**config.mk**
```make
export PLATFORM = sky130hd
export DESIGN_NAME = pcm_serial_port_power_ctrl
export DESIGN_NICKNAME = d
export VERILOG_FILES = /design/src/include/pcm_port_pkg.sv /design/src/core/pcm_serial_lane.sv /design/src/core/pcm_serial_port_power_ctrl.sv
export SDC_FILE = /design/constraint.sdc
export NUM_CORES = 1
export LEC_CHECK = 0
export BUFFER_PORTS_ARGS = -buffer_cell sky130_fd_sc_hd__buf_2
export CAP_MARGIN = 10
export CELL_PAD_IN_SITES_DETAIL_PLACEMENT = 1
export CELL_PAD_IN_SITES_GLOBAL_PLACEMENT = 1
export CORE_AREA = 4 4 125 127
export CTS_BUF_LIST = sky130_fd_sc_hd__clkbuf_4 sky130_fd_sc_hd__clkbuf_8
export CTS_CLUSTER_SIZE = 16
export DETAILED_ROUTE_END_ITERATION = 10
export DIE_AREA = 0 0 129 131
export GPL_ROUTABILITY_DRIVEN = 0
export GPL_TIMING_DRIVEN = 1
export PLACE_DENSITY_LB_ADDON = 0.1
export SETUP_SLACK_MARGIN = 0.5
export SLEW_MARGIN = 20
export SYNTH_ARGS = -nofsm -noshare
export SYNTH_HDL_FRONTEND = slang
export SYNTH_SLANG_ARGS = --single-unit
export TNS_END_PERCENT = 20
```
**constraint.sdc**
```tcl
create_clock -name core_clk_i -period 1.9 [get_ports core_clk_i]
set_clock_uncertainty 0.15 [all_clocks]
set_input_delay 0.38 -clock core_clk_i [delete_from_list [all_inputs] [get_ports core_clk_i]]
set_output_delay 0.38 -clock core_clk_i [all_outputs]
set_load 0.01 [all_outputs]
```
**src/include/pcm_port_pkg.sv**
```systemverilog
// Purpose: Shared constants for the PCM serial port and mode control.
// Assumes: All pins are asynchronous to the core clock.
// Notes: Register data is 8 bits wide; unused status bits read as zero, unused control bits read back as written.
// Overview of operation
// - Reset-powerdown low: power-down, control registers cleared.
// - Reset-powerdown request is pin OR control 0 bit 5.
// - Powerdown-hold low: power-down, all state kept.
// - Powerdown-hold request is pin OR control 0 bit 6.
// - Master clock is asynchronous to bit clocks and syncs.
// - Outputs send 8 bits MSB first on rising bit clock.
// - Outputs driven only in their word slot, else floating.
// - Through mode outputs carry 4 bits from the routed input.
// - Outputs float in power-down and initial mode.
// - Inputs sampled on falling bit clock, MSB first.
// - Frame sync rising edge marks the word MSB.
// - Through mode inputs take 4 bits, forwarded per routing.
// - Routing picks ADPCM or PCM timing for the secondary pair.
// - Routing picks the echo signal on the echo port.
// - Routing pins ORed with control 3 bits 6 and 5.
// - Through mode select puts the whole circuit in through mode.
package pcm_port_pkg;
    // Register port geometry
    localparam int ADDR_W = 4;
    localparam int DATA_W = 8;
    // Register offsets
    localparam logic [ADDR_W-1:0] CTRL0_OFS = 4'h0;
    localparam logic [ADDR_W-1:0] CTRL1_OFS = 4'h1;
    localparam logic [ADDR_W-1:0] CTRL3_OFS = 4'h3;
    localparam logic [ADDR_W-1:0] STATUS_OFS = 4'h4;
    // Field positions
    localparam int CTRL0_RUN_BIT = 0;
    localparam int CTRL0_RESET_PD_BIT = 5;
    localparam int CTRL0_PD_HOLD_BIT = 6;
    localparam int CTRL1_THROUGH_BIT = 5;
    localparam int CTRL3_ROUTE_LO_BIT = 5;
    localparam int CTRL3_ROUTE_HI_BIT = 6;
    localparam int ST_RESET_PD_BIT = 0;
    localparam int ST_PD_HOLD_BIT = 1;
    localparam int ST_INIT_BIT = 2;
    localparam int ST_THROUGH_BIT = 3;
    localparam int ST_ROUTE_LO_BIT = 4;
    localparam int ST_ROUTE_HI_BIT = 5;
    localparam int ST_RANGE_BIT = 6;
    // Reset values
    localparam logic [DATA_W-1:0] CTRL_RESET = 8'h00;
    // Word lengths
    localparam int WORD_BITS = 8;
    localparam int THROUGH_BITS = 4;
    localparam int CNT_W = 4;
    // Pin vector layout
    localparam int PIN_COUNT = 13;
    localparam int P_RPD_N = 0;
    localparam int P_HOLD_N = 1;
    localparam int P_RANGE = 2;
    localparam int P_SKIP = 3;
    localparam int P_THRU = 4;
    localparam int P_ROUTE0 = 5;
    localparam int P_ROUTE1 = 6;
    localparam int P_PBCLK = 7;
    localparam int P_PSYNC = 8;
    localparam int P_ABCLK = 9;
    localparam int P_ASYNC = 10;
    localparam int P_ECHO_IN = 11;
    localparam int P_SEC_IN = 12;
    localparam logic [PIN_COUNT-1:0] PIN_RESET = 13'h0003;
endpackage

```
**src/core/pcm_serial_lane.sv**
```systemverilog
// Purpose: Framed shifter for one PCM port pair.
// Assumes: Inputs already synchronised to the core clock.
// Notes: Mode is latched at each word start so a word is never split.
`timescale 1ns/100ps
`default_nettype none
module pcm_serial_lane
    import pcm_port_pkg::*;
#(
    parameter int WORD_LEN = WORD_BITS,
    parameter int THRU_LEN = THROUGH_BITS
) (
    input wire logic core_clk_i,
    input wire logic rst_i,
    input wire logic bclk_rise_i,
    input wire logic bclk_fall_i,
    input wire logic sync_i,
    input wire logic ser_in_i,
    input wire logic hold_i,
    input wire logic through_i,
    input wire logic [WORD_LEN-1:0] tx_word_i,
    input wire logic [THRU_LEN-1:0] thru_nibble_i,
    output logic ser_out_o,
    output logic ser_oe_o,
    output logic [WORD_LEN-1:0] rx_word_o,
    output logic rx_valid_o
);
    initial begin
        if (THRU_LEN > WORD_LEN || WORD_LEN >= (1 << CNT_W)) begin
            $error("bad word lengths");
        end
    end

    logic sync_prev_reg;
    logic thru_reg;
    logic [CNT_W-1:0] tx_cnt_reg;
    logic [CNT_W-1:0] rx_cnt_reg;
    logic [WORD_LEN-1:0] tx_shift_reg;
    logic [WORD_LEN-1:0] rx_shift_reg;
    logic [CNT_W-1:0] len;
    logic start;

    // Length follows the mode latched at word start
    assign len = thru_reg ? CNT_W'(THRU_LEN) : CNT_W'(WORD_LEN);
    assign start = bclk_rise_i && sync_i && !sync_prev_reg;

    // Transmit: launch on rising bit clock, MSB first
    always_ff @(posedge core_clk_i) begin
        if (rst_i) begin
            sync_prev_reg <= 1'b0;
            thru_reg <= 1'b0;
            tx_cnt_reg <= CNT_W'(WORD_LEN);
            tx_shift_reg <= '0;
            ser_out_o <= 1'b0;
            ser_oe_o <= 1'b0;
        end else if (!hold_i && bclk_rise_i) begin
            sync_prev_reg <= sync_i;
            if (start) begin
                thru_reg <= through_i;
                if (through_i) begin
                    ser_out_o <= thru_nibble_i[THRU_LEN-1];
                    tx_shift_reg <= {thru_nibble_i[THRU_LEN-2:0],
                        {(WORD_LEN-THRU_LEN+1){1'b0}}};
                end else begin
                    ser_out_o <= tx_word_i[WORD_LEN-1];
                    tx_shift_reg <= {tx_word_i[WORD_LEN-2:0], 1'b0};
                end
                tx_cnt_reg <= CNT_W'(1);
                ser_oe_o <= 1'b1;
            end else if (tx_cnt_reg < len) begin
                ser_out_o <= tx_shift_reg[WORD_LEN-1];
                tx_shift_reg <= {tx_shift_reg[WORD_LEN-2:0], 1'b0};
                tx_cnt_reg <= tx_cnt_reg + CNT_W'(1);
            end else begin
                ser_oe_o <= 1'b0;
            end
        end
    end

    // Receive: sample on falling bit clock
    always_ff @(posedge core_clk_i) begin
        if (rst_i) begin
            rx_cnt_reg <= CNT_W'(WORD_LEN);
            rx_shift_reg <= '0;
            rx_word_o <= '0;
            rx_valid_o <= 1'b0;
        end else begin
            rx_valid_o <= 1'b0;
            if (!hold_i && start) begin
                rx_cnt_reg <= '0;
            end else if (!hold_i && bclk_fall_i && rx_cnt_reg < len) begin
                rx_shift_reg <= {rx_shift_reg[WORD_LEN-2:0], ser_in_i};
                rx_cnt_reg <= rx_cnt_reg + CNT_W'(1);
                if (rx_cnt_reg + CNT_W'(1) == len) begin
                    rx_valid_o <= 1'b1;
                    // Through words left aligned
                    if (thru_reg) begin
                        rx_word_o <= {rx_shift_reg[THRU_LEN-2:0], ser_in_i,
                            {(WORD_LEN-THRU_LEN){1'b0}}};
                    end else begin
                        rx_word_o <= {rx_shift_reg[WORD_LEN-2:0], ser_in_i};
                    end
                end
            end
        end
    end
endmodule
`default_nettype wire

```
**src/core/pcm_serial_port_power_ctrl.sv**
```systemverilog
// Purpose: PCM port pairs with power and mode control.
// Assumes: Master clock, asynchronous to all pins.
// Notes: Data and enable are separate; the pad resolves them.
//
// Our own choices: strobed register access and the placing of the registers.
`timescale 1ns/100ps
`default_nettype none
module pcm_serial_port_power_ctrl
    import pcm_port_pkg::*;
(
    input wire logic core_clk_i,
    input wire logic rst_i,
    // Register port
    input wire logic [ADDR_W-1:0] reg_addr_i,
    input wire logic [DATA_W-1:0] reg_wdata_i,
    input wire logic reg_wr_i,
    input wire logic reg_rd_i,
    output logic [DATA_W-1:0] reg_rdata_o,
    // Mode pins
    input wire logic reset_powerdown_in_n_i,
    input wire logic powerdown_hold_in_n_i,
    input wire logic master_clk_range_sel_i,
    input wire logic init_skip_i,
    input wire logic through_mode_sel_i,
    input wire logic [1:0] port_routing_sel_i,
    // Serial link pins
    input wire logic pcm_bit_clk_i,
    input wire logic pcm_frame_sync_i,
    input wire logic adpcm_bit_clk_i,
    input wire logic adpcm_frame_sync_i,
    input wire logic echo_port_ser_in_i,
    input wire logic secondary_port_ser_in_i,
    output logic echo_port_ser_out_o,
    output logic echo_port_ser_oe_o,
    output logic secondary_port_ser_out_o,
    output logic secondary_port_ser_oe_o,
    // Core side words
    input wire logic [WORD_BITS-1:0] echo_tx_line_i,
    input wire logic [WORD_BITS-1:0] echo_tx_acoustic_i,
    input wire logic [WORD_BITS-1:0] secondary_tx_i,
    output logic [WORD_BITS-1:0] echo_rx_word_o,
    output logic echo_rx_valid_o,
    output logic [WORD_BITS-1:0] secondary_rx_word_o,
    output logic secondary_rx_valid_o,
    // Mode state for the core
    output logic powered_down_o,
    output logic through_active_o,
    output logic [1:0] port_routing_o,
    output logic clk_range_o
);

    // Pin synchroniser stages
    logic [PIN_COUNT-1:0] pin_meta_reg;
    logic [PIN_COUNT-1:0] pin_sync_reg;
    logic [PIN_COUNT-1:0] pins;

    // Control registers
    logic [DATA_W-1:0] ctrl0_reg;
    logic [DATA_W-1:0] ctrl1_reg;
    logic [DATA_W-1:0] ctrl3_reg;

    // Resolved mode
    logic reset_pd_req;
    logic hold_req;
    logic init_mode;
    logic through_req;
    logic [1:0] routing_req;
    logic rpd_reg;
    logic hold_reg;
    logic init_reg;
    logic through_reg;
    logic [1:0] routing_reg;
    logic range_reg;
    logic block_rst;
    logic outputs_allowed;

    // Bit clock edge detection
    logic pbclk_prev_reg;
    logic abclk_prev_reg;
    logic pbclk_rise;
    logic pbclk_fall;
    logic abclk_rise;
    logic abclk_fall;

    // Secondary lane timing
    logic sec_rise;
    logic sec_fall;
    logic sec_sync;

    // Lane wiring
    logic [WORD_BITS-1:0] echo_tx_word;
    logic [THROUGH_BITS-1:0] echo_thru_nibble;
    logic [THROUGH_BITS-1:0] sec_thru_nibble;
    logic echo_out;
    logic echo_oe;
    logic sec_out;
    logic sec_oe;
    logic [WORD_BITS-1:0] echo_rx_word;
    logic [WORD_BITS-1:0] sec_rx_word;
    logic echo_rx_valid;
    logic sec_rx_valid;

    // Read data source
    logic [DATA_W-1:0] rd_mux;

    // Rising edge of a sampled level
    function automatic logic rose(input logic now, input logic prev);
        return now && !prev;
    endfunction

    // Falling edge of a sampled level
    function automatic logic fell(input logic now, input logic prev);
        return !now && prev;
    endfunction

    // All asynchronous pins in one vector
    assign pins = {secondary_port_ser_in_i, echo_port_ser_in_i,
                   adpcm_frame_sync_i, adpcm_bit_clk_i,
                   pcm_frame_sync_i, pcm_bit_clk_i,
                   port_routing_sel_i[1], port_routing_sel_i[0],
                   through_mode_sel_i, init_skip_i,
                   master_clk_range_sel_i,
                   powerdown_hold_in_n_i, reset_powerdown_in_n_i};

    // Two flops before any pin is read
    always_ff @(posedge core_clk_i) begin
        if (rst_i) begin
            pin_meta_reg <= PIN_RESET;
            pin_sync_reg <= PIN_RESET;
        end else begin
            pin_meta_reg <= pins;
            pin_sync_reg <= pin_meta_reg;
        end
    end

    // Pins ORed with their register bits
    assign reset_pd_req = !pin_sync_reg[P_RPD_N]
                        || ctrl0_reg[CTRL0_RESET_PD_BIT];
    assign hold_req = !pin_sync_reg[P_HOLD_N]
                    || ctrl0_reg[CTRL0_PD_HOLD_BIT];
    assign through_req = pin_sync_reg[P_THRU]
                       || ctrl1_reg[CTRL1_THROUGH_BIT];
    assign routing_req = {pin_sync_reg[P_ROUTE1]
                          || ctrl3_reg[CTRL3_ROUTE_HI_BIT],
                          pin_sync_reg[P_ROUTE0]
                          || ctrl3_reg[CTRL3_ROUTE_LO_BIT]};
    assign init_mode = !(pin_sync_reg[P_SKIP] || ctrl0_reg[CTRL0_RUN_BIT]);

    // One registered mode for every consumer
    always_ff @(posedge core_clk_i) begin
        if (rst_i) begin
            rpd_reg <= 1'b0;
            hold_reg <= 1'b0;
            init_reg <= 1'b1;
            through_reg <= 1'b0;
            routing_reg <= 2'h0;
            range_reg <= 1'b0;
        end else begin
            rpd_reg <= reset_pd_req;
            hold_reg <= hold_req;
            init_reg <= init_mode;
            through_reg <= through_req;
            routing_reg <= routing_req;
            range_reg <= pin_sync_reg[P_RANGE];
        end
    end

    // Reset-powerdown clears registers and lanes
    assign block_rst = rst_i || rpd_reg;

    // Control registers; a hold request never touches them
    always_ff @(posedge core_clk_i) begin
        if (block_rst) begin
            ctrl0_reg <= CTRL_RESET;
            ctrl1_reg <= CTRL_RESET;
            ctrl3_reg <= CTRL_RESET;
        end else if (reg_wr_i) begin
            unique case (reg_addr_i)
                CTRL0_OFS: ctrl0_reg <= reg_wdata_i;
                CTRL1_OFS: ctrl1_reg <= reg_wdata_i;
                CTRL3_OFS: ctrl3_reg <= reg_wdata_i;
                default: ;
            endcase
        end
    end

    // Read multiplexer; unmapped offsets read as zero
    always_comb begin
        rd_mux = '0;
        unique case (reg_addr_i)
            CTRL0_OFS: rd_mux = ctrl0_reg;
            CTRL1_OFS: rd_mux = ctrl1_reg;
            CTRL3_OFS: rd_mux = ctrl3_reg;
            STATUS_OFS: begin
                rd_mux[ST_RESET_PD_BIT] = rpd_reg;
                rd_mux[ST_PD_HOLD_BIT] = hold_reg;
                rd_mux[ST_INIT_BIT] = init_reg;
                rd_mux[ST_THROUGH_BIT] = through_reg;
                rd_mux[ST_ROUTE_LO_BIT] = routing_reg[0];
                rd_mux[ST_ROUTE_HI_BIT] = routing_reg[1];
                rd_mux[ST_RANGE_BIT] = range_reg;
            end
            default: rd_mux = '0;
        endcase
    end

    // Read data stand one cycle after the strobe
    always_ff @(posedge core_clk_i) begin
        if (rst_i) begin
            reg_rdata_o <= '0;
        end else if (reg_rd_i) begin
            reg_rdata_o <= rd_mux;
        end else begin
            reg_rdata_o <= '0;
        end
    end

    // Last bit clock levels
    always_ff @(posedge core_clk_i) begin
        if (rst_i) begin
            pbclk_prev_reg <= 1'b0;
            abclk_prev_reg <= 1'b0;
        end else begin
            pbclk_prev_reg <= pin_sync_reg[P_PBCLK];
            abclk_prev_reg <= pin_sync_reg[P_ABCLK];
        end
    end

    // Bit clock edges in the core domain
    assign pbclk_rise = rose(pin_sync_reg[P_PBCLK], pbclk_prev_reg);
    assign pbclk_fall = fell(pin_sync_reg[P_PBCLK], pbclk_prev_reg);
    assign abclk_rise = rose(pin_sync_reg[P_ABCLK], abclk_prev_reg);
    assign abclk_fall = fell(pin_sync_reg[P_ABCLK], abclk_prev_reg);

    // Routing bit 1: secondary pair on ADPCM timing
    assign sec_rise = routing_reg[1] ? abclk_rise : pbclk_rise;
    assign sec_fall = routing_reg[1] ? abclk_fall : pbclk_fall;
    assign sec_sync = routing_reg[1] ? pin_sync_reg[P_ASYNC]
                                     : pin_sync_reg[P_PSYNC];

    // Routing bit 0 picks line or acoustic word
    assign echo_tx_word = routing_reg[0] ? echo_tx_acoustic_i
                                         : echo_tx_line_i;

    // Through nibbles: crossed when routing bit 0 set
    assign echo_thru_nibble = routing_reg[0]
        ? sec_rx_word[WORD_BITS-1 -: THROUGH_BITS]
        : echo_rx_word[WORD_BITS-1 -: THROUGH_BITS];
    assign sec_thru_nibble = routing_reg[0]
        ? echo_rx_word[WORD_BITS-1 -: THROUGH_BITS]
        : sec_rx_word[WORD_BITS-1 -: THROUGH_BITS];

    // Echo pair, always on PCM timing
    pcm_serial_lane #(
        .WORD_LEN(WORD_BITS),
        .THRU_LEN(THROUGH_BITS)
    ) echo_lane (
        .core_clk_i(core_clk_i),
        .rst_i(block_rst),
        .bclk_rise_i(pbclk_rise),
        .bclk_fall_i(pbclk_fall),
        .sync_i(pin_sync_reg[P_PSYNC]),
        .ser_in_i(pin_sync_reg[P_ECHO_IN]),
        .hold_i(hold_reg),
        .through_i(through_reg),
        .tx_word_i(echo_tx_word),
        .thru_nibble_i(echo_thru_nibble),
        .ser_out_o(echo_out),
        .ser_oe_o(echo_oe),
        .rx_word_o(echo_rx_word),
        .rx_valid_o(echo_rx_valid)
    );

    // Secondary pair, timing per routing
    pcm_serial_lane #(
        .WORD_LEN(WORD_BITS),
        .THRU_LEN(THROUGH_BITS)
    ) secondary_lane (
        .core_clk_i(core_clk_i),
        .rst_i(block_rst),
        .bclk_rise_i(sec_rise),
        .bclk_fall_i(sec_fall),
        .sync_i(sec_sync),
        .ser_in_i(pin_sync_reg[P_SEC_IN]),
        .hold_i(hold_reg),
        .through_i(through_reg),
        .tx_word_i(secondary_tx_i),
        .thru_nibble_i(sec_thru_nibble),
        .ser_out_o(sec_out),
        .ser_oe_o(sec_oe),
        .rx_word_o(sec_rx_word),
        .rx_valid_o(sec_rx_valid)
    );

    // Outputs float in power-down and in the initial mode
    assign outputs_allowed = !rpd_reg && !hold_reg && !init_reg;

    // Serial pins; enable gated so power-down floats at once
    assign echo_port_ser_out_o = echo_out;
    assign echo_port_ser_oe_o = echo_oe && outputs_allowed;
    assign secondary_port_ser_out_o = sec_out;
    assign secondary_port_ser_oe_o = sec_oe && outputs_allowed;

    // Words to the core; no valid while floating
    assign echo_rx_word_o = echo_rx_word;
    assign echo_rx_valid_o = echo_rx_valid && outputs_allowed;
    assign secondary_rx_word_o = sec_rx_word;
    assign secondary_rx_valid_o = sec_rx_valid && outputs_allowed;

    // Mode state to the core
    assign powered_down_o = rpd_reg || hold_reg;
    assign through_active_o = through_reg;
    assign port_routing_o = routing_reg;
    assign clk_range_o = range_reg;
endmodule
`default_nettype wire

```
Word level (Yosys, flattened, before mapping) --
Index checks and enable logic that the tools add are counted.
Word-level totals: flip-flop bits (word level) 139, input bits 53, output and inout bits 35, logic and storage cells 159
Operators by class: add/sub/neg operators 4, magnitude comparators 4, equal/unequal tests 7, multiplexer cells 38, bitwise logic cells 5, reduce and logical (&&, ||, !) cells 65
Operators with widths (number):
- 2-to-1 mux 8 bit | 9
- 2-to-1 mux 4 bit | 12
- case mux 7 bit (4 select lines) | 1
- logical AND 1 bit | 22
- AND reduction 2 bit | 11
- adder 4 x 1 -> 4 bit (second input constant) | 4
- less-than comparator 4 bit | 4
- 2-to-1 mux 1 bit | 15
- zero test 1 bit | 12
- == test 4 bit | 2
- logical OR 1 bit | 8
- nonzero test 2 bit | 4
- AND reduction 3 bit | 2
- OR reduction 2 bit | 3
- OR reduction 3 bit | 2
- NOT 1 bit | 5
- == test 4 x 1 -> 1 bit (second input constant) | 1
- == test 4 x 2 -> 1 bit (second input constant) | 1
- == test 4 x 3 -> 1 bit (second input constant) | 1
- zero test 4 bit | 1
- inequality test 2 x 1 -> 1 bit (second input constant) | 2
- case mux 1 bit (3 select lines) | 1

Depth between registers and ports, before layout --
depth in word-level cells 8, mapped depth 8, gate-level depth less buffers 6

Hierarchy --
Synthesis repeated with hierarchy kept, for this count alone.
Unflattened totals: cell total of the unflattened synthesis 618, area, all modules 6102.1 um^2
Modules (own cells, without submodules):
- pcm_serial_lane | times used 2, cells each 182, area an instance 1736.7 um^2, seq. area each 700.7 um^2
- pcm_serial_port_power_ctrl | times used 1, cells each 254, area an instance 2628.8 um^2, seq. area each 1341.3 um^2

Least setup slack after synthesis --
OpenSTA, ideal clock, no wires.
path kind reg2reg, start point register echo_lane.thru_reg, end point register echo_lane.rx_word_o[0], library setup time 0.071 ns, arrival 1.713 ns, required time 1.679 ns, setup slack -0.034 ns, stages on the path, launching flop included 7, buffers on the path 1, period minus slack after synthesis 1.934 ns, cell sequence dfxtp_1 > ha_1 > a2111oi_2 > nand4bb_1 > buf_2 > or3b_1 > a21oi_1
On the way: longest elaborated chain between the ends 4, elaborated cells between the ends (all ways) 6, those cells by class order compare: 1; eq/ne: 1; mux: 2; reduce/logical: 2
Ends and longest elaborated chain:
- start: declaration | line pcm_serial_lane.sv:34 | logic thru_reg;
- start signal: assignment | line pcm_serial_lane.sv:58 | thru_reg <= through_i;
- 2-to-1 mux 4 bit | line pcm_serial_lane.sv:43 | assign len = thru_reg ? CNT_W'(THRU_LEN) : CNT_W'(WORD_LEN);
- less-than comparator 4 bit | line pcm_serial_lane.sv:90 | end else if (!hold_i && bclk_fall_i && rx_cnt_reg < len) begin
- logical AND 1 bit | line pcm_serial_lane.sv:90
- AND reduction 3 bit (no source line)
- end signal: assignment | line pcm_serial_lane.sv:97 | rx_word_o <= {rx_shift_reg[THRU_LEN-2:0], ser_in_i,
- end signal: assignment | line pcm_serial_lane.sv:100 | rx_word_o <= {rx_shift_reg[WORD_LEN-2:0], ser_in_i};
- end: declaration | line pcm_serial_lane.sv:24 | output logic [WORD_LEN-1:0] rx_word_o,
Several ways; a longest one is shown, not always the timed one. A chain may end at the register's enable or synchronous reset.

Final worst setup path --
start point register hold_reg, end point output echo_port_ser_oe_o
On the way: longest elaborated chain between the ends 4
Ends and longest elaborated chain:
- start: declaration | line pcm_serial_port_power_ctrl.sv:69 | logic hold_reg;
- start signal: assignment | line pcm_serial_port_power_ctrl.sv:160 | hold_reg <= hold_req;
- zero test 1 bit | line pcm_serial_port_power_ctrl.sv:296 | assign outputs_allowed = !rpd_reg && !hold_reg && !init_reg;
- logical AND 1 bit (2 in series) | line pcm_serial_port_power_ctrl.sv:296
- logical AND 1 bit | line pcm_serial_port_power_ctrl.sv:300 | assign echo_port_ser_oe_o = echo_oe && outputs_allowed;
- end: declaration | line pcm_serial_port_power_ctrl.sv:34 | output logic echo_port_ser_oe_o,
No other way between the ends.

==> flow_summary.ini <==
[detailed_routing]
wl_um = 16700
drc = 0
ant_nets = 0
vias_per_cell = 5.13
drt_first_iter_violations = 147
first_pass_iters = 4
vias = 4838
avgRoutedWirePerCell_um = 17.7

[yosys]
yosys.area_share.simple_pct = 19.1
synth-edff-count = 0
synthFlopType = dfxtp_1
synth_fa_ha_area_share_pct = 2.14
synth_area_per_cell_um2 = 9.82
synth_area_um2 = 5850
synthMuxAreaShare_pct = 16.2
syn_nets = 659
ys_warn_count = 0
synthTopCellsByArea = dfxtp_1 47%, mux2i_1 15%, nor2_1 5.5%
yosysUniqueCellTypes = 60
synth_compound_area_share_pct = 11.1
synthArstFlopShare_pct = 0
synthXorXnorAreaFrac_pct = 1.20
synthCells = 596
yosysTopAreaCell = dfxtp_1
synth_top_family_by_area = simple AND/OR/NAND/NOR gates
ys_ff_latch = 137
synth_seq_area_share_pct = 46.9
synth_top_area_share_pct = 46.9

[floorplanning]
die_area_um2 = 16900
fp.coreArea_um2 = 14400
io_pins = 88
start_util_pct = 40.6
floorplan.rows = 44
die_w_um = 129
die_h_um = 131

[worst_hold_path]
hold_class = input port to flip-flop

[cells_and_area]
finalNetCount = 810
area_growth_pct = 39.1
fin_util_pct = 56.5
drive_above_1_share_pct = 39.9
antenna_cells = 0

[critical_path]
worst_ep_arrival_time_ns = 1.60
cp-start-kind = flip-flop
crit_required_ns = 1.37
critPathKind = flip-flop to primary output
cp-end-kind = primary output
crit_fanout = 4

[pwr]
leakagePower_nw = 3.27
power_density_nw_per_um2 = 696
vdd_drop_max_uv = 524

[global_routing]
grt_start_max_net_pins = 32
grt_usage_pct = 19.7
grt_pass1_vias = 5160
grt-ovfl-total = 0
grt_pass1_wl_um = 25800
antenna_found_initial = 0

[clock_tree]
cts-htree-levels = 4
clock_sink_count = 137
cts_buffers = 17
cts_tree = built
cts_root_buf = clkbuf_8
clk_latency_ns = 0.45
clk_path_buf_depth = 2
cts.clk_slew.worst_paths_ns = 0.08

[sta]
fin_crit_sh_pct = 112
fin_setup_tns_ns = -1.61
slew_headroom_pct = 73.5
finalHoldViolations = 0
worst_slack_ns = -0.234
rsz0062_at_grt = yes
fmax_mhz = 469
tightest_slew_ns = 0.398
period_needed_ns = 2.13
setup_violations = 14
drv_slew = 0

[run]
drv_cap = 0

[placed_design]
dp_hpwl_um = 11300
io_buffers = 87

[outcome]
violations = negative setup slack
status = complete, but fails checks
cells in the final DEF, fill, tap and decap left out, types with 6 or more instances in the layout:
master	instances
a211oi_2	8
dlygate4sd3_1	10
nor3_1	7
buf_2	68
dfxtp_4	8
nand3_1	7
inv_1	6
dfxtp_2	16
a21oi_2	10
buf_6	37
and2_4	6
o22a_1	7
or2_2	6
clkbuf_8	19
o21ai_1	8
nor2_1	79
buf_12	6
nand2_1	22
buf_4	45
nor2b_1	28
mux2i_1	85
a21oi_1	23
dfxtp_1	113
cell families after synthesis:
| group | after synthesis |
|---|---|
| muxes | 90 |
| buffers and inverters | 45 |
| DFF | 137 |
| adders and majority gates | 10 |
| AOI/OAI and AO/OA | 93 |
| xor gates and xnor gates | 8 |
| and+or+nand+nor | 213 |
timing repair:
| action | 4_1_cts | 5_1_grt |
|---|---|---|
| gates cloned | 2 | 3 |
| endpoints found under the hold margin | 9 | 1 |
| setup endpoints to repair | 105 | 105 |
| buffers inserted | 8 | 10 |
| hold buffers | 9 | 1 |
| pin swaps | 57 | 35 |
| gates resized for setup | 115 | 37 |
power breakdown:
| part | switching, W | total (W) | internal (W) |
|---|---|---|---|
| sequential | 0.0000287 | 0.00293 | 0.00290 |
| clock | 0.00119 | 0.00232 | 0.00113 |
| combinational | 0.000213 | 0.000414 | 0.000201 |
| total | 0.00143 | 0.00567 | 0.00424 |
cells in the mapped netlist (2+ instances only):
library cell / n
a21oi_1: 34
o211ai_1: 3
xor2_1: 5
mux2i_1: 86
nor2_1: 85
o21ai_0: 12
nand2b_1: 6
or3_1: 2
nor3_1: 9
mux4_2: 4
inv_1: 8
o31ai_1: 4
xnor2_1: 3
and3_1: 2
buf_2: 10
nand2_1: 24
nor4b_1: 2
or2_2: 7
nor3b_1: 5
ha_1: 10
and4_1: 3
o22a_1: 7
and3b_1: 3
buf_6: 2
nor2b_1: 29
a21boi_0: 2
dfxtp_1: 137
nand3_1: 10
a211oi_1: 11
a211oi_2: 2
and2_1: 5
or3b_1: 6
o21ai_1: 3
nand3b_1: 5
clkbuf_1: 24
o21a_1: 2
layout make-up:
type,instances,area (um2)
Clock buffer,20,269
Clock inverter,12,115
Fill cell,1590,6280
Inverter,8,32.5
Multi-Input combinational cell,414,3310
Sequential cell,137,2790
Tap cell,184,230
Timing Repair Buffer,169,1390
critical path: stages (launching register included):
cell and delay, ns:
dfxtp_4 0.35, buf_6 0.11, or2_4 0.23, nor2_4 0.09
buf_6 0.13, and2_4 0.15, buf_6 0.09
worst paths after layout:
path | slack (ns) | startpoint | end | depth (start not counted)
worst max-delay path | -0.23 | hold_reg | echo_port_ser_oe_o | 6
worst min-delay path | 0.04 | through_mode_sel_i | pin_meta_reg[4] | 2
worst max register to register | -0.14 | hold_reg | echo_lane.rx_word_o[0] | 6
worst min register to register | 0.25 | pin_sync_reg[1] | hold_reg | 1
metrics by stage:
stage	setup slack [ns]	hold slack, ns	total power (W)	area [um2]	cells
detailed placement	-0.196	0.249	0.00335	6840	879
global route	-0.308	0.0103	0.00591	8140	944
global placement	-0.111	0.242	0.00334	6840	879
finish	-0.234	0.0365	0.00567	8140	944
CTS	-0.282	0.000675	0.00571	7830	930
floorplan	0.0258	0.234	0.00319	5910	596
per-layer routing:
layer / up-vias / GRT usage (%) / part of all wire [%]
li1: 2392 / - / -
met1: 2363 / 23.8 / 44
met2: 71 / 34.4 / 51
met3: 12 / 4.59 / 3.6
met4: 0 / 6.86 / 0.98
met5: - / 0 / 0
(Power assumes the default switching activity.)
